$ cat src/verilog/imr_pkg.sv
package imr_pkg;

    // register indices on the plain register port
    localparam logic [2:0] ADR_CTRL   = 3'h0; // second control register
    localparam logic [2:0] ADR_STAT   = 3'h1; // port status register
    localparam logic [2:0] ADR_FLAG   = 3'h2; // event flags, write 1 clears
    localparam logic [2:0] ADR_BUF    = 3'h3; // transfer buffer
    localparam logic [2:0] ADR_RELOAD = 3'h4; // rate reload register
    localparam logic [2:0] ADR_CFG    = 3'h5; // port enable, irq enable

    // second control register fields
    localparam int CB_START   = 0;
    localparam int CB_STOP    = 2;
    localparam int CB_RX      = 3;
    localparam int CB_ACK     = 4;
    localparam int CB_ACKDATA = 5;
    localparam int CB_ACK_RECEIVED_STATUS = 6;

    // status fields
    localparam int SB_FULL    = 0;
    localparam int SB_STARTSN = 1;
    localparam int SB_STOPSN  = 2;
    localparam int SB_BUSY    = 3;

    // flag fields
    localparam int FB_PORT    = 0;
    localparam int FB_OVF     = 1;
    localparam int FB_WRITE_COLLISION_FLAG    = 2;
    localparam int FB_BCOL    = 3;

    // config fields
    localparam int GB_EN      = 0;
    localparam int GB_IE      = 1;

    // reset values and counts
    localparam logic [7:0] RST_RELOAD = 8'h09;
    localparam logic [7:0] RST_BYTE   = 8'h00;
    localparam logic [3:0] LAST_DBIT  = 4'h7; // eighth bit of a byte
    localparam logic [3:0] LAST_ABIT  = 4'h8; // ninth (acknowledge) bit

    // phases within a sequence
    localparam logic [1:0] PH_0 = 2'h0;
    localparam logic [1:0] PH_1 = 2'h1;
    localparam logic [1:0] PH_2 = 2'h2;

    typedef enum logic [5:0] {
        ST_IDLE  = 6'h01,
        ST_START = 6'h02,
        ST_TX    = 6'h04,
        ST_RX    = 6'h08,
        ST_ACK   = 6'h10,
        ST_STOP  = 6'h20
    } imr_state_t;

endpackage

$ cat src/verilog/imr_master.sv
`timescale 1ns/1ps
// Notes on behaviour
// - receive request ignored unless port idle
// - each rollover toggles scl, each fall shifts sda in
// - eighth fall: buffer loaded, flags set, idle
// - buffer read clears buffer full in receive
// - byte while buffer full sets overflow
// - buffer write while busy sets write collision
// - ack sequence: scl low, ack data out
// - ack: period, release, period, low, idle
// - stop: sda low, count, release scl
// - period later release sda, stop, flag
// - reset disables port, drops transfer
// - start/stop seen cleared by reset, disable
// - busy bus stop raises port interrupt
// - expected one sampled zero: collision, idle
// - transmit collision: halt, clear full, release
// - condition collision: abort, release, clear enables
// - after collision stop sets interrupt flag
// - write after collision restarts at bit one
// - counter reloads from rate reload register
module imr_master
    import imr_pkg::*;
(
    // clock and reset
    input  wire logic       clk,
    input  wire logic       nrst,
    // register port
    input  wire logic [2:0] addr,
    input  wire logic [7:0] wdata,
    input  wire logic       wr,
    input  wire logic       rd,
    output logic      [7:0] rdata,
    // serial clock pin
    input  wire logic       scl_in,
    output logic            scl_out,
    output logic            scl_oe,
    // serial data pin
    input  wire logic       sda_in,
    output logic            sda_out,
    output logic            sda_oe,
    // interrupt
    output logic            port_irq
);

    ////////////////////////////////////////////////////////////////////
    // declarations
    logic       rst_a_ff, rst_b_ff, rst_n;
    logic [1:0] scl_sy_ff, sda_sy_ff;
    logic       scl_s, sda_s, scl_d_ff, sda_d_ff;
    imr_state_t state_ff;
    logic [1:0] ph_ff;
    logic [3:0] cnt_ff;
    logic [7:0] shift_ff, buf_ff, reload_ff, brg_ff, rdata_ff;
    logic       scl_drv_ff, sda_drv_ff;
    logic       ack_stat_ff;
    logic       start_en_ff, stop_en_ff, rx_en_ff, ack_en_ff;
    logic       ack_data_ff;
    logic       full_ff, start_sn_ff, stop_sn_ff;
    logic       pif_ff, ovf_ff, write_collision_flag_ff, bcol_ff;
    logic       en_ff, ie_ff, irq_ff;
    logic       ev_rx_ff, ev_ack_ff, ev_stop_ff, ev_start_ff;
    logic       ev_tx_ff, ev_col_ff;
    logic       idle, brg_hold, tick;
    logic       wr_ctrl, wr_buf, wr_flag, rd_buf;
    logic       buf_take, start_det, stop_det;

    ////////////////////////////////////////////////////////////////////
    // reset release through two flip-flops
    always_ff @(posedge clk or negedge nrst) begin
        if (!nrst) begin
            rst_a_ff <= 1'b0;
            rst_b_ff <= 1'b0;
        end else begin
            rst_a_ff <= 1'b1;
            rst_b_ff <= rst_a_ff;
        end
    end
    assign rst_n = rst_b_ff;

    // pin synchronisers, only stage two is read
    always_ff @(posedge clk or negedge rst_n) begin
        if (!rst_n) begin
            scl_sy_ff <= 2'h3;
            sda_sy_ff <= 2'h3;
            scl_d_ff  <= 1'b1;
            sda_d_ff  <= 1'b1;
        end else begin
            scl_sy_ff <= {scl_sy_ff[0], scl_in};
            sda_sy_ff <= {sda_sy_ff[0], sda_in};
            scl_d_ff  <= scl_s;
            sda_d_ff  <= sda_s;
        end
    end
    assign scl_s = scl_sy_ff[1];
    assign sda_s = sda_sy_ff[1];

    // bus condition detectors
    assign start_det = scl_s && scl_d_ff && sda_d_ff && !sda_s;
    assign stop_det  = scl_s && scl_d_ff && !sda_d_ff && sda_s;

    ////////////////////////////////////////////////////////////////////
    // register port decode
    assign idle     = (state_ff == ST_IDLE);
    assign wr_ctrl  = wr && (addr == ADR_CTRL);
    assign wr_buf   = wr && (addr == ADR_BUF);
    assign wr_flag  = wr && (addr == ADR_FLAG);
    assign rd_buf   = rd && (addr == ADR_BUF);
    assign buf_take = wr_buf && idle && en_ff;

    // read data, one cycle after the strobe
    always_ff @(posedge clk or negedge rst_n) begin
        if (!rst_n) begin
            rdata_ff <= RST_BYTE;
        end else if (rd) begin
            case (addr)
                ADR_CTRL: begin
                    rdata_ff <= RST_BYTE;
                    rdata_ff[CB_START]   <= start_en_ff;
                    rdata_ff[CB_STOP]    <= stop_en_ff;
                    rdata_ff[CB_RX]      <= rx_en_ff;
                    rdata_ff[CB_ACK]     <= ack_en_ff;
                    rdata_ff[CB_ACKDATA] <= ack_data_ff;
                    rdata_ff[CB_ACK_RECEIVED_STATUS] <= ack_stat_ff;
                end
                ADR_STAT: begin
                    rdata_ff <= RST_BYTE;
                    rdata_ff[SB_FULL]    <= full_ff;
                    rdata_ff[SB_STARTSN] <= start_sn_ff;
                    rdata_ff[SB_STOPSN]  <= stop_sn_ff;
                    rdata_ff[SB_BUSY]    <= !idle;
                end
                ADR_FLAG: begin
                    rdata_ff <= RST_BYTE;
                    rdata_ff[FB_PORT] <= pif_ff;
                    rdata_ff[FB_OVF]  <= ovf_ff;
                    rdata_ff[FB_WRITE_COLLISION_FLAG] <= write_collision_flag_ff;
                    rdata_ff[FB_BCOL] <= bcol_ff;
                end
                ADR_BUF:    rdata_ff <= buf_ff;
                ADR_RELOAD: rdata_ff <= reload_ff;
                ADR_CFG: begin
                    rdata_ff <= RST_BYTE;
                    rdata_ff[GB_EN] <= en_ff;
                    rdata_ff[GB_IE] <= ie_ff;
                end
                default:    rdata_ff <= RST_BYTE;
            endcase
        end else begin
            rdata_ff <= RST_BYTE;
        end
    end
    assign rdata = rdata_ff;

    // configuration and rate reload
    always_ff @(posedge clk or negedge rst_n) begin
        if (!rst_n) begin
            en_ff     <= 1'b0;
            ie_ff     <= 1'b0;
            reload_ff <= RST_RELOAD;
        end else begin
            if (wr && (addr == ADR_CFG)) begin
                en_ff <= wdata[GB_EN];
                ie_ff <= wdata[GB_IE];
            end
            if (wr && (addr == ADR_RELOAD)) begin
                reload_ff <= wdata;
            end
        end
    end

    // control bits, taken only while idle
    always_ff @(posedge clk or negedge rst_n) begin
        if (!rst_n) begin
            start_en_ff <= 1'b0;
            stop_en_ff  <= 1'b0;
            rx_en_ff    <= 1'b0;
            ack_en_ff   <= 1'b0;
            ack_data_ff <= 1'b0;
        end else if (!en_ff || ev_col_ff) begin
            start_en_ff <= 1'b0;
            stop_en_ff  <= 1'b0;
            rx_en_ff    <= 1'b0;
            ack_en_ff   <= 1'b0;
        end else begin
            if (ev_start_ff) start_en_ff <= 1'b0;
            if (ev_stop_ff)  stop_en_ff  <= 1'b0;
            if (ev_rx_ff)    rx_en_ff    <= 1'b0;
            if (ev_ack_ff)   ack_en_ff   <= 1'b0;
            if (wr_ctrl && idle) begin
                start_en_ff <= wdata[CB_START];
                stop_en_ff  <= wdata[CB_STOP];
                rx_en_ff    <= wdata[CB_RX];
                ack_en_ff   <= wdata[CB_ACK];
                ack_data_ff <= wdata[CB_ACKDATA];
            end
        end
    end

    ////////////////////////////////////////////////////////////////////
    // baud counter, held while scl is stretched low
    assign brg_hold = (!scl_drv_ff && !scl_s)
                   || ((state_ff == ST_STOP) && (ph_ff == PH_0) && sda_s);
    assign tick = !idle && !brg_hold && (brg_ff == RST_BYTE);

    always_ff @(posedge clk or negedge rst_n) begin
        if (!rst_n) begin
            brg_ff <= RST_RELOAD;
        end else if (idle || brg_hold || tick) begin
            brg_ff <= reload_ff;
        end else begin
            brg_ff <= brg_ff - 8'h01;
        end
    end

    ////////////////////////////////////////////////////////////////////
    // master sequencer
    always_ff @(posedge clk or negedge rst_n) begin
        if (!rst_n) begin
            state_ff    <= ST_IDLE;
            ph_ff       <= PH_0;
            cnt_ff      <= 4'h0;
            shift_ff    <= RST_BYTE;
            scl_drv_ff  <= 1'b0;
            sda_drv_ff  <= 1'b0;
            ack_stat_ff <= 1'b0;
            ev_rx_ff    <= 1'b0;
            ev_ack_ff   <= 1'b0;
            ev_stop_ff  <= 1'b0;
            ev_start_ff <= 1'b0;
            ev_tx_ff    <= 1'b0;
            ev_col_ff   <= 1'b0;
        end else begin
            ev_rx_ff    <= 1'b0;
            ev_ack_ff   <= 1'b0;
            ev_stop_ff  <= 1'b0;
            ev_start_ff <= 1'b0;
            ev_tx_ff    <= 1'b0;
            ev_col_ff   <= 1'b0;
            if (!en_ff) begin
                state_ff   <= ST_IDLE;
                scl_drv_ff <= 1'b0;
                sda_drv_ff <= 1'b0;
            end else begin
                case (state_ff)
                    ST_IDLE: begin
                        ph_ff  <= PH_0;
                        cnt_ff <= 4'h0;
                        if (buf_take) begin
                            state_ff <= ST_TX;
                            shift_ff <= wdata;
                            scl_drv_ff <= 1'b1;
                        end else if (ev_rx_ff || ev_ack_ff || ev_stop_ff
                                     || ev_start_ff || ev_col_ff) begin
                            state_ff <= ST_IDLE;
                        end else if (start_en_ff) begin
                            state_ff <= ST_START;
                        end else if (stop_en_ff) begin
                            state_ff   <= ST_STOP;
                            scl_drv_ff <= 1'b1;
                            sda_drv_ff <= 1'b1;
                        end else if (ack_en_ff) begin
                            state_ff   <= ST_ACK;
                            scl_drv_ff <= 1'b1;
                            sda_drv_ff <= !ack_data_ff;
                        end else if (rx_en_ff) begin
                            state_ff   <= ST_RX;
                            scl_drv_ff <= 1'b1;
                            sda_drv_ff <= 1'b0;
                        end
                    end
                    ST_START: begin
                        if (ph_ff == PH_0 && (!scl_s || !sda_s)
                            && !sda_drv_ff) begin
                            state_ff  <= ST_IDLE;
                            ev_col_ff <= 1'b1;
                            sda_drv_ff <= 1'b0;
                        end else if (tick && ph_ff == PH_0) begin
                            sda_drv_ff <= 1'b1;
                            ph_ff      <= PH_1;
                        end else if (tick) begin
                            state_ff    <= ST_IDLE;
                            ev_start_ff <= 1'b1;
                        end
                    end
                    ST_TX: begin
                        if (tick && ph_ff == PH_0) begin
                            scl_drv_ff <= 1'b0;
                            ph_ff      <= PH_1;
                        end else if (tick) begin
                            scl_drv_ff <= 1'b1;
                            ph_ff      <= PH_0;
                            cnt_ff     <= cnt_ff + 4'h1;
                            shift_ff   <= {shift_ff[6:0], 1'b0};
                            if (cnt_ff == LAST_ABIT) begin
                                ack_stat_ff <= sda_s;
                                state_ff    <= ST_IDLE;
                                ev_rx_ff    <= 1'b0;
                                ev_tx_ff    <= 1'b1;
                            end else if (!sda_drv_ff && !sda_s) begin
                                state_ff   <= ST_IDLE;
                                ev_col_ff  <= 1'b1;
                                scl_drv_ff <= 1'b0;
                                sda_drv_ff <= 1'b0;
                            end
                        end else if (ph_ff == PH_0) begin
                            // data changes while scl is low
                            sda_drv_ff <= (cnt_ff == LAST_ABIT) ? 1'b0
                                                                : !shift_ff[7];
                        end
                    end
                    ST_RX: begin
                        if (tick && ph_ff == PH_0) begin
                            scl_drv_ff <= 1'b0;
                            ph_ff      <= PH_1;
                        end else if (tick) begin
                            scl_drv_ff <= 1'b1;
                            ph_ff      <= PH_0;
                            shift_ff   <= {shift_ff[6:0], sda_s};
                            cnt_ff     <= cnt_ff + 4'h1;
                            if (cnt_ff == LAST_DBIT) begin
                                state_ff <= ST_IDLE;
                                ev_rx_ff <= 1'b1;
                            end
                        end
                    end
                    ST_ACK: begin
                        if (tick && ph_ff == PH_0) begin
                            scl_drv_ff <= 1'b0;
                            ph_ff      <= PH_1;
                        end else if (tick) begin
                            scl_drv_ff <= 1'b1;
                            state_ff   <= ST_IDLE;
                            if (!sda_drv_ff && !sda_s) begin
                                ev_col_ff  <= 1'b1;
                                scl_drv_ff <= 1'b0;
                                sda_drv_ff <= 1'b0;
                            end else begin
                                ev_ack_ff <= 1'b1;
                            end
                        end
                    end
                    ST_STOP: begin
                        if (tick && ph_ff == PH_0) begin
                            scl_drv_ff <= 1'b0;
                            ph_ff      <= PH_1;
                        end else if (tick && ph_ff == PH_1) begin
                            sda_drv_ff <= 1'b0;
                            ph_ff      <= PH_2;
                        end else if (tick) begin
                            state_ff <= ST_IDLE;
                            if (!sda_s) begin
                                ev_col_ff <= 1'b1;
                            end else begin
                                ev_stop_ff <= 1'b1;
                            end
                        end else if (ph_ff == PH_1 && !scl_s
                                     && scl_d_ff) begin
                            state_ff   <= ST_IDLE;
                            ev_col_ff  <= 1'b1;
                            sda_drv_ff <= 1'b0;
                        end
                    end
                    default: begin
                        state_ff <= ST_IDLE;
                    end
                endcase
            end
        end
    end

    // open-drain drivers, low or released
    assign scl_out = 1'b0;
    assign sda_out = 1'b0;
    assign scl_oe  = scl_drv_ff;
    assign sda_oe  = sda_drv_ff;

    ////////////////////////////////////////////////////////////////////
    // transfer buffer and buffer full
    always_ff @(posedge clk or negedge rst_n) begin
        if (!rst_n) begin
            buf_ff  <= RST_BYTE;
            full_ff <= 1'b0;
        end else if (!en_ff) begin
            full_ff <= 1'b0;
        end else if (ev_rx_ff) begin
            buf_ff  <= shift_ff;
            full_ff <= 1'b1;
        end else if (buf_take) begin
            buf_ff  <= wdata;
            full_ff <= 1'b1;
        end else if (ev_col_ff || ev_tx_ff) begin
            full_ff <= 1'b0;
        end else if (rd_buf && (state_ff != ST_TX)) begin
            full_ff <= 1'b0;
        end
    end

    // start and stop seen
    always_ff @(posedge clk or negedge rst_n) begin
        if (!rst_n) begin
            start_sn_ff <= 1'b0;
            stop_sn_ff  <= 1'b0;
        end else if (!en_ff) begin
            start_sn_ff <= 1'b0;
            stop_sn_ff  <= 1'b0;
        end else if (start_det) begin
            start_sn_ff <= 1'b1;
            stop_sn_ff  <= 1'b0;
        end else if (stop_det) begin
            start_sn_ff <= 1'b0;
            stop_sn_ff  <= 1'b1;
        end
    end

    // event flags, set wins over write-one clear
    always_ff @(posedge clk or negedge rst_n) begin
        if (!rst_n) begin
            pif_ff  <= 1'b0;
            ovf_ff  <= 1'b0;
            write_collision_flag_ff <= 1'b0;
            bcol_ff <= 1'b0;
        end else begin
            if (ev_rx_ff || ev_ack_ff || ev_stop_ff || ev_start_ff
                || ev_tx_ff || (stop_det && (start_sn_ff || bcol_ff))) begin
                pif_ff <= 1'b1;
            end else if (wr_flag && wdata[FB_PORT]) begin
                pif_ff <= 1'b0;
            end
            if (ev_rx_ff && full_ff) begin
                ovf_ff <= 1'b1;
            end else if (wr_flag && wdata[FB_OVF]) begin
                ovf_ff <= 1'b0;
            end
            if (wr_buf && !idle) begin
                write_collision_flag_ff <= 1'b1;
            end else if (wr_flag && wdata[FB_WRITE_COLLISION_FLAG]) begin
                write_collision_flag_ff <= 1'b0;
            end
            if (ev_col_ff) begin
                bcol_ff <= 1'b1;
            end else if (wr_flag && wdata[FB_BCOL]) begin
                bcol_ff <= 1'b0;
            end
        end
    end

    // interrupt output
    always_ff @(posedge clk or negedge rst_n) begin
        if (!rst_n) begin
            irq_ff <= 1'b0;
        end else begin
            irq_ff <= ie_ff && (pif_ff || bcol_ff);
        end
    end
    assign port_irq = irq_ff;

endmodule

$ cat config.mk
export PLATFORM = sky130hd
export DESIGN_NAME = imr_master
export DESIGN_NICKNAME = d
export VERILOG_FILES = /design/src/verilog/imr_pkg.sv /design/src/verilog/imr_master.sv
export SDC_FILE = /design/constraint.sdc
export NUM_CORES = 1
export LEC_CHECK = 0
export ABC_AREA = 1
export BUFFER_PORTS_ARGS = -buffer_cell sky130_fd_sc_hd__buf_2
export CORE_ASPECT_RATIO = 0.7
export CORE_MARGIN = 2
export CORE_UTILIZATION = 35
export CTS_CLUSTER_DIAMETER = 80
export DETAILED_ROUTE_END_ITERATION = 6
export PLACE_DENSITY_LB_ADDON = 0.12
export SYNTH_ARGS = -nofsm -noshare
export SYNTH_HDL_FRONTEND = slang
export SYNTH_SLANG_ARGS = --single-unit
$ cat constraint.sdc
create_clock -name clk -period 6.87 [get_ports clk]
set_input_delay 0.3435 -clock clk [delete_from_list [all_inputs] [get_ports clk]]
set_output_delay 0.3435 -clock clk [all_outputs]
set_load 0.01 [all_outputs]
==> results of run 1 <==
==> worst max-delay path: stages, from the launching register on <==
cell     delay [ns]
dfrtp_1        0.72
inv_2          0.31
nor2_2         0.25
nand2_2        0.09
inv_2          0.08
nor2_2         0.06
nor3_4         0.15
nand2_2        0.22
nand2_1        0.14
o21ai_2        0.06
==> per-layer routing <==
| layer | track usage, % | vias to the layer above | wire, um |
|---|---|---|---|
| met5 | 0 | - | 0 |
| met4 | 4.351 | 0 | 123 |
| met3 | 3.948 | 12 | 862 |
| met2 | 26.17 | 128 | 4947 |
| met1 | 32.02 | 1863 | 6983 |
| li1 | - | 1953 | - |
==> power groups by stage <==
stage | Sequential, W | Clock, W | Combinational [W]
floorplan | 0.000666 | 0 | 0.000321
CTS | 0.000676 | 0.000453 | 0.000437
global placement | 0.000682 | 0 | 0.000429
detailed placement | 0.000684 | 0 | 0.000434
global route | 0.000690 | 0.000474 | 0.000492
finish | 0.000676 | 0.000442 | 0.000439
==> registers in the layout, summed over array words and instances, names as in the netlist, 4 cells and up <==
name / cells
brg_ff: 8
buf_ff: 8
cnt_ff: 4
rdata: 8
reload_ff: 8
shift_ff: 8
state_ff: 6
==> through the flow <==
step | hold WS, ns | instances | utilization, % | power [W] | setup WS (ns)
detailed placement | 0.1312 | 761 | 38.63 | 0.001118 | 4.662
floorplan | 0.04791 | 581 | - | 0.0009875 | 4.376
CTS | 0.09208 | 778 | 40.86 | 0.001566 | 4.727
finish | 0.1033 | 778 | 40.86 | 0.001557 | 4.682
global placement | 0.1278 | 761 | 38.63 | 0.001112 | 4.697
global route | 0.09056 | 778 | 40.86 | 0.001656 | 4.523
==> cell usage in the layout (no fill, tap or decap), types with 11 or more instances in the layout <==
| master | n |
|---|---|
| nor3_1 | 11 |
| inv_1 | 81 |
| nor2_1 | 45 |
| a21oi_1 | 16 |
| buf_2 | 27 |
| nand3_1 | 46 |
| dfrtp_1 | 72 |
| o21ai_0 | 50 |
| o21ai_1 | 12 |
| dfstp_2 | 11 |
| nand2_1 | 135 |
==> cells by family after synthesis <==
logic type	share of synthesized area [%]
other	0.1649
and+or+nand+nor	29.21
DFF	46.47
adders and majority gates	1.099
xor gates and xnor gates	1.347
buffers and inverters	8.519
AOI/OAI and AO/OA	13.19
==> worst max-delay path by stage <==
stage,from,to,slack [ns],depth (start not counted)
2_1_floorplan,rst_b_ff,ack_data_ff,4.38,0
3_3_place_gp,addr[2],buf_ff[1],4.70,10
3_5_place_dp,addr[2],buf_ff[6],4.66,10
4_1_cts,en_ff,shift_ff[5],4.73,9
5_1_grt,state_ff[3],buf_ff[0],4.52,9
6_report,en_ff,shift_ff[5],4.68,9
==> final cells by class <==
| cell class | count | area (sq um) |
|---|---|---|
| clock buffer | 10 | 229.0 |
| clock inverter | 6 | 40.04 |
| fill | 1300 | 7422 |
| inverter | 88 | 330.3 |
| multi-input combinational | 399 | 2053 |
| sequential | 84 | 2120 |
| tap | 162 | 202.7 |
| timing repair buffer | 29 | 152.6 |
==> impl_metrics.toml, run 1 <==
[outcome]
status = "finished clean"

[sta]
fin_crit_sh_pct = 31.84
rsz0062_at_grt = "false"
worst_pin_slew_ns = 0.7759
fmax_ghz = 0.4571
min_period_ns = 2.188
drv_slew = 0
slew_headroom_pct = 48.27
setup_violations = 0
skew_ns = 0.01033
finalSetupTns_ns = 0
hold_violations = 0

[place]
post_dp_cell_area_sq_um = 4848
dpl.hpwl_um = 10090
numPortBuffers = 27
gp_congestion = 0.9292

[cts]
path_clk_slew_ns = 0.06
cts_tree = "yes"
postCtsHoldBufs = 1
clk_latency_ns = 0.34
cts_made_buffers = 9
cts_sinks = 84
h-tree-depth = 3
cts-root-buf = "clkbuf_16"
cts_resized = 0
cts_max_path_buffers = 2
post_cts_buffers = 0

[synth]
async_flop_share_pct = 100.0
postSynthCellCount = 580
ys_ff_latch = 84
synth_most_common_cell = "nand2_1"
synthFlopType = "dfrtp_1"
yosysWarnings = 0
ys_types = 42
synthTopCellsByArea = "dfrtp_1 (40%), nand2_1 (11%), inv_1 (6.7%)"
synth_edf_count = 0
synthesis.area_per_instance_sq_um = 7.850
yosysTopAreaCellShare_pct = 40.12
synthTopCellsByCount = "nand2_1 (135), inv_1 (81), dfrtp_1 (73)"
synth_area_sq_um = 4553
seq_area_frac_synth_pct = 46.47
yosysTopAreaCell = "dfrtp_1"

[global_routing]
grt_pass1_wl_um = 21020
grt_overflow_total = 0
grt_start_max_net_pins = 62
grtUsageTotal_pct = 19.62
grt_pass1_vias = 3852
grt_antenna_before_repair = 0

[detailed_routing]
avgViaCountPerCell = 5.085
drc_errors = 0
first_pass_iters = 5
vias = 3956
wirelength_um = 12920
dr.first_iter.drc_count = 298
wl_per_cell_um = 16.60
final_antenna_net_count = 0

[layout]
fin_area_sq_um = 5127
drive_gt1_share_pct = 15.10
area_growth_syn_to_layout_pct = 12.61
nets = 632
antenna_cells = 0

[power]
clkPwrFrac_pct = 28.4
p_sw_share_pct = 36.48
internal_power_w = 0.0009893
p_switching_w = 0.0005681
power.density_nw_per_um2 = 303.7
power.ir.vdd_worst_v = 0.0001442
power_frac_comb_pct = 28.2
p_leak_nw = 2.554
seqPwrFrac_pct = 43.4

[setup_path]
cp_data_required_time_ns = 7.09
reg2regPathDepth = 9
critPathKind = "register to register"
timing.rr.start = "en_ff"
critPathCaptureType = "register"
cp_max_fo = 18
cp-start-kind = "register"
r2r_slack_ns = 4.68
worstPathArrival_ns = 2.41
r2r-end = "shift_ff[5]"

[die]
rows = 34
fp.dieArea_sq_um = 13950
pin_count = 30
core_area_sq_um = 12550
die_w_um = 140.3
fp.dieH_um = 99.43
start_util_pct = 36.28

[hold_path]
hold_path_end = "scl_sy_ff[0]"
hold-path-cell-count = 1
min-delay-start = "scl_in"
min_path_type = "primary input to register"

[run]
drv_cap = 0
Note: power is estimated with default switching activity, not from simulation.
==> run 2, diff against run 1 <==
- ABC_AREA: 1 -> 0
- clock period: 6.87 -> 2.2 ns (I/O delays scaled with it)
==> run 2 against run 1 <==
The run now ends with negative setup slack left; utilization increased by 6.5 points; synthesized cell count decreased by 18%; global-route usage increased by 1.8 points; clock power increased to 3.7 times the previous value; worst setup slack got worse by 4.7 ns; flip-flop and latch count unchanged; sequential share of layout area decreased by 5.5 points; hold slack got worse by 0.054 ns; cell area increased by 15%; register-to-register slack got worse by 4.7 ns; area after synthesis decreased by 0.77%; critical path type unchanged; critical endpoint is now sda_oe.
==> impl_metrics.toml, run 2 <==
[power]
internal_power_w = 0.003571
power_frac_comb_pct = 26.8
p_switching_w = 0.001670
clkPwrFrac_pct = 31.5
power.ir.vdd_worst_v = 0.0005157
p_leak_nw = 2.608
power.density_nw_per_um2 = 885.5
p_sw_share_pct = 31.87
seqPwrFrac_pct = 41.6

[outcome]
violations = "negative setup slack"
status = "finished with violations"

[layout]
multi_input_area_sq_um = 2362
fin_util_pct = 47.32
antenna_cells = 0
fin_cells = 748
fin_area_sq_um = 5918
nets = 602
drive_gt1_share_pct = 31.74
seq_area_sq_um = 2123
final_cell_mix = "buf_4 (79), dfrtp_1 (69), nand2_1 (64), nor2_1 (43), o21ai_0 (35)"
final_common_cell = "buf_4"
area_growth_syn_to_layout_pct = 30.99
fill_cells = 1222

[place]
gp_congestion = 0.9284
numPortBuffers = 27
dpl.hpwl_um = 10810
post_dp_cell_area_sq_um = 5396
placedCellCount = 721

[sta]
setup_violations = 1
skew_ns = 0.008825
fin_crit_sh_pct = 101.0
drv_slew = 0
rsz0062_at_grt = "true"
finalWorstSetupSlack_ns = -0.02288
fmax_ghz = 0.4499
worst_pin_slew_ns = 0.5666
hold_violations = 0
finalSetupTns_ns = -0.02288
hold_slack_ns = 0.04891
min_period_ns = 2.223
slew_headroom_pct = 61.94

[hold_path]
min_path_type = "primary input to register"
min-delay-start = "wdata[6]"

[run]
drv_cap = 0

[global_routing]
grt_pass1_wl_um = 22810
grt_antenna_before_repair = 0
grt_overflow_total = 0
grt_start_max_net_pins = 39
grtUsageTotal_pct = 21.38
grt_pass1_vias = 4025

[cts]
cts_made_buffers = 9
clk_latency_ns = 0.34
h-tree-depth = 3
path_clk_slew_ns = 0.07
cts-root-buf = "clkbuf_16"
cts_max_path_buffers = 2
cts_tree = "yes"
cts_sinks = 84

[die]
die_w_um = 139.8
rows = 34
start_util_pct = 36.12
fp.dieH_um = 99.06
fp.dieArea_sq_um = 13850
core_area_sq_um = 12510
pin_count = 30

[detailed_routing]
drc_errors = 0
wl_per_cell_um = 18.96
vias = 4096
avgViaCountPerCell = 5.476
first_pass_iters = 5
wirelength_um = 14180
final_antenna_net_count = 0
dr.first_iter.drc_count = 320

[synth]
synthesis.area_per_instance_sq_um = 9.472
ys_ff_latch = 84
synth_area_sq_um = 4518
yosysTopAreaCellShare_pct = 40.43
synth_most_common_cell = "dfrtp_1"
seq_area_frac_synth_pct = 46.83
yosysWarnings = 0
synthTopCellsByArea = "dfrtp_1 (40%), dfstp_2 (6.4%), nand2_1 (5.3%)"
yosysTopAreaCell = "dfrtp_1"
synthFlopType = "dfrtp_1"
async_flop_share_pct = 100.0
ys_types = 72
synthTopCellsByCount = "dfrtp_1 (73), nand2_1 (64), nor2_1 (44)"
postSynthCellCount = 477
synth_edf_count = 0

[setup_path]
cp.buffers_inverters = 2
cp_data_required_time_ns = 2.48
cp_max_fo = 4
cp_cell_sequence = "buf_6, nor4_4, buf_4, nand2b_4, or3_4, o2111ai_2, or4b_1, nand3_1"
critPathKind = "register to register"
cpPeakStageDelay_ns = 0.46
cp-start-kind = "register"
timing.rr.start = "state_ff[1]"
critPathCaptureType = "register"
path_delay_family = "simple AND/OR/NAND/NOR gates"
worstPathArrival_ns = 2.50
crit_start = "state_ff[1]"
critical_path.slowest_cell = "or4b_1"
[run 2: layout make-up]
class | instances | share of cell area (%)
timing repair buffer | 116 | 14.88
inverter | 8 | 0.5074
multi-input combinational | 362 | 39.92
sequential | 84 | 35.88
clock buffer | 12 | 4.165
tap | 162 | 3.425
clock inverter | 4 | 1.226
[run 2: cell families (layout without fill, tap and decap cells)]
logic type	after synthesis	in the layout	share of synthesized area, %
xor+xnor	9	9	1.745
fa+ha+maj	4	4	1.108
other cells	2	3	0.1662
compound gates	111	111	15.48
buf+inv	32	140	3.212
flops	84	84	46.83
simple gates	206	206	24.31
mux	29	29	7.145
[run 2: what timing repair did]
action | in CTS | in global routing
hold buffers | 3 | 0
setup buffers | 5 | 3
resized for setup | 9 | 16
endpoints found under the setup margin | 3 | 15
hold endpoints to repair | 4 | 0
pin swaps | 6 | 11
[run 2: power groups by stage]
stage	Combinational (W)	Sequential, W	Clock (W)
global placement	0.00132	0.00220	0
CTS	0.00136	0.00218	0.00167
detailed placement	0.00133	0.00221	0
global route	0.00157	0.00223	0.00176
floorplan	0.000820	0.00211	0
finish	0.00141	0.00218	0.00165
[run 2: final timing paths]
path	slack [ns]	cells after the start	endpoint
min reg2reg	0.33	0	cnt_ff[3]
max reg2reg	-0.02	8	sda_oe
min in group asynchronous	0.07	2	rst_b_ff
min	0.05	2	reload_ff[6]
max	-0.02	8	sda_oe
max in group asynchronous	1.34	1	brg_ff[7]
[run 2: stage by stage]
step	worst slack (ns)	power, W
2_1_floorplan	0.003418	0.002933
3_3_place_gp	-0.06451	0.003515
3_5_place_dp	-0.06356	0.003535
4_1_cts	-0.01746	0.005215
5_1_grt	-0.1115	0.005554
6_report	-0.02288	0.005241
[run 2: worst reg2reg max path: stages (launching register included)]
cell and delay, ns:
dfrtp_2 0.44, buf_6 0.13, nor4_4 0.26, buf_4 0.19, nand2b_4 0.07, or3_4 0.33, o2111ai_2 0.20, or4b_1 0.46
nand3_1 0.09
[run 2: metal layers]
layer	wire [um]	GRT usage [%]
met1	7468	34.84
met2	5647	28.29
met3	887	4.810
met4	176	4.462
met5	0	0
==> run 3, diff against run 2 <==
- clock period: 2.2 -> 2.6 ns (I/O delays scaled with it)
==> run 3 against run 2 <==
Utilization decreased by 5.6 points; clock skew down 0.0019 ns; sequential share of layout area rose by 4.8 points; cell area fell by 12%; the run now ends clean; first-iteration DRC count rose by 54%; largest power group unchanged; clock power fell by 27%.
==> impl_metrics.toml, run 3 (synthesized netlist as in run 2, its figures left out) <==
[outcome]
status = "finished clean"

[die]
die_w_um = 139.8
fp.dieArea_sq_um = 13850
rows = 34
fp.dieH_um = 99.06
core_area_sq_um = 12510
start_util_pct = 36.12
pin_count = 30

[setup_path]
r2r_slack_ns = 0.14
r2r-end = "sda_oe"
reg2regPathDepth = 7
worstPathArrival_ns = 2.73
cp-start-kind = "register"
critPathCaptureType = "register"
critPathKind = "register to register"
cp_data_required_time_ns = 2.87
timing.rr.start = "state_ff[0]"
cp_max_fo = 8

[detailed_routing]
wirelength_um = 13750
avgViaCountPerCell = 5.577
final_antenna_net_count = 0
drc_errors = 0
vias = 3815
wl_per_cell_um = 20.10
first_pass_iters = 5
dr.first_iter.drc_count = 494

[sta]
fmax_ghz = 0.4066
fin_crit_sh_pct = 94.59
setup_violations = 0
slew_headroom_pct = 35.27
skew_ns = 0.006898
hold_violations = 0
finalWorstSetupSlack_ns = 0.1407
drv_slew = 0
worst_pin_slew_ns = 0.9644
finalSetupTns_ns = 0
rsz0062_at_grt = "false"
min_period_ns = 2.459

[power]
p_sw_share_pct = 33.86
power.density_nw_per_um2 = 778.1
seqPwrFrac_pct = 45.9
internal_power_w = 0.002684
clkPwrFrac_pct = 29.8
p_leak_nw = 2.231
power_frac_comb_pct = 24.2
p_switching_w = 0.001374
power.ir.vdd_worst_v = 0.0003918

[cts]
cts_max_path_buffers = 2
cts-root-buf = "clkbuf_16"
clk_latency_ns = 0.34
cts_resized = 0
h-tree-depth = 3
cts_sinks = 84
cts_made_buffers = 9
path_clk_slew_ns = 0.06
cts_tree = "yes"

[layout]
final_common_cell = "dfrtp_1"
final_cell_mix = "dfrtp_1 (72), nand2_1 (64), nor2_1 (44), o21ai_0 (36), buf_2 (27)"
area_growth_syn_to_layout_pct = 15.43
antenna_cells = 0
nets = 538
drive_gt1_share_pct = 20.50

[hold_path]
hold_path_end = "reload_ff[6]"
min_path_type = "primary input to register"
min-delay-start = "wdata[6]"
hold-path-cell-count = 2

[place]
dpl.hpwl_um = 10400
numPortBuffers = 27
gp_congestion = 0.9270
post-place-ws_ns = 0.1670

[global_routing]
grt_antenna_before_repair = 0
grt_start_max_net_pins = 45
grt_pass1_vias = 3759
grtUsageTotal_pct = 21.04
grt_pass1_wl_um = 22180
grt_overflow_total = 0

[run]
drv_cap = 0
## run 3: cell count changes in the layout (fill, tap and decap cells not counted), sizes merged
cell    previous run  this run
inv                8         9
clkbuf            12        13
bufinv             2         0
buf              113        49
## run 3: worst max-delay path by stage
| stage | cells after the start | to | slack, ns | start |
|---|---|---|---|---|
| global placement | 6 | sda_oe | 0.20 | brg_ff[2] |
| CTS | 7 | sda_oe | 0.12 | state_ff[0] |
| floorplan | 0 | ack_data_ff | 0.11 | rst_b_ff |
| global route | 7 | sda_oe | 0.009 | state_ff[0] |
| finish | 7 | sda_oe | 0.14 | state_ff[0] |
| detailed placement | 7 | sda_oe | 0.17 | state_ff[0] |
## run 3: cell type report
| type | count | area [sq um] |
|---|---|---|
| clock buffers | 13 | 250.2 |
| clock inverters | 3 | 21.27 |
| fillers | 1257 | 7292 |
| inverters | 8 | 30.03 |
| multi-input cells | 362 | 2261 |
| flip-flops and latches | 84 | 2120 |
| well taps | 162 | 202.7 |
| repair buffers | 52 | 330.3 |
## run 3: power groups by stage
stage	Sequential, W	Clock [W]	Combinational, W
4_1_cts	0.00186	0.00124	0.000981
5_1_grt	0.00191	0.00131	0.00110
2_1_floorplan	0.00179	0	0.000694
3_5_place_dp	0.00189	0	0.000971
3_3_place_gp	0.00188	0	0.000959
6_report	0.00186	0.00121	0.000982
## run 3: timing repair
action,in CTS,in global routing
buffers inserted,0,0
setup endpoints to repair,0,0
endpoints found under the hold margin,4,0
hold buffers,3,0
## run 3: critical path, cell delays in order, from the launching register on
cell	delay, ns
dfstp_2	0.60
nor4b_4	0.32
nand3_2	0.15
nor4_1	0.39
buf_4	0.18
o221ai_1	0.12
or4b_1	0.55
nand3_1	0.09
## run 3: metal layers
layer	track usage, %	up-vias	share of wire, %
met5	0	-	0
met4	5.231	0	0.62
met1	34.36	1875	54
met2	27.69	133	38
met3	4.325	7	6.6
li1	-	1800	-
## run 3: metrics by stage
step	hold WS, ns	power [W]	instances	util (%)	instance area (sq um)
after floorplan	-0.1656	0.002482	478	-	4522
after global routing	0.06626	0.004309	684	41.70	5215
after global placement	-0.08468	0.002841	665	39.29	4913
after CTS	0.05530	0.004082	684	41.70	5215
after detailed placement	-0.07983	0.002857	665	39.29	4913
final	0.06890	0.004058	684	41.70	5215
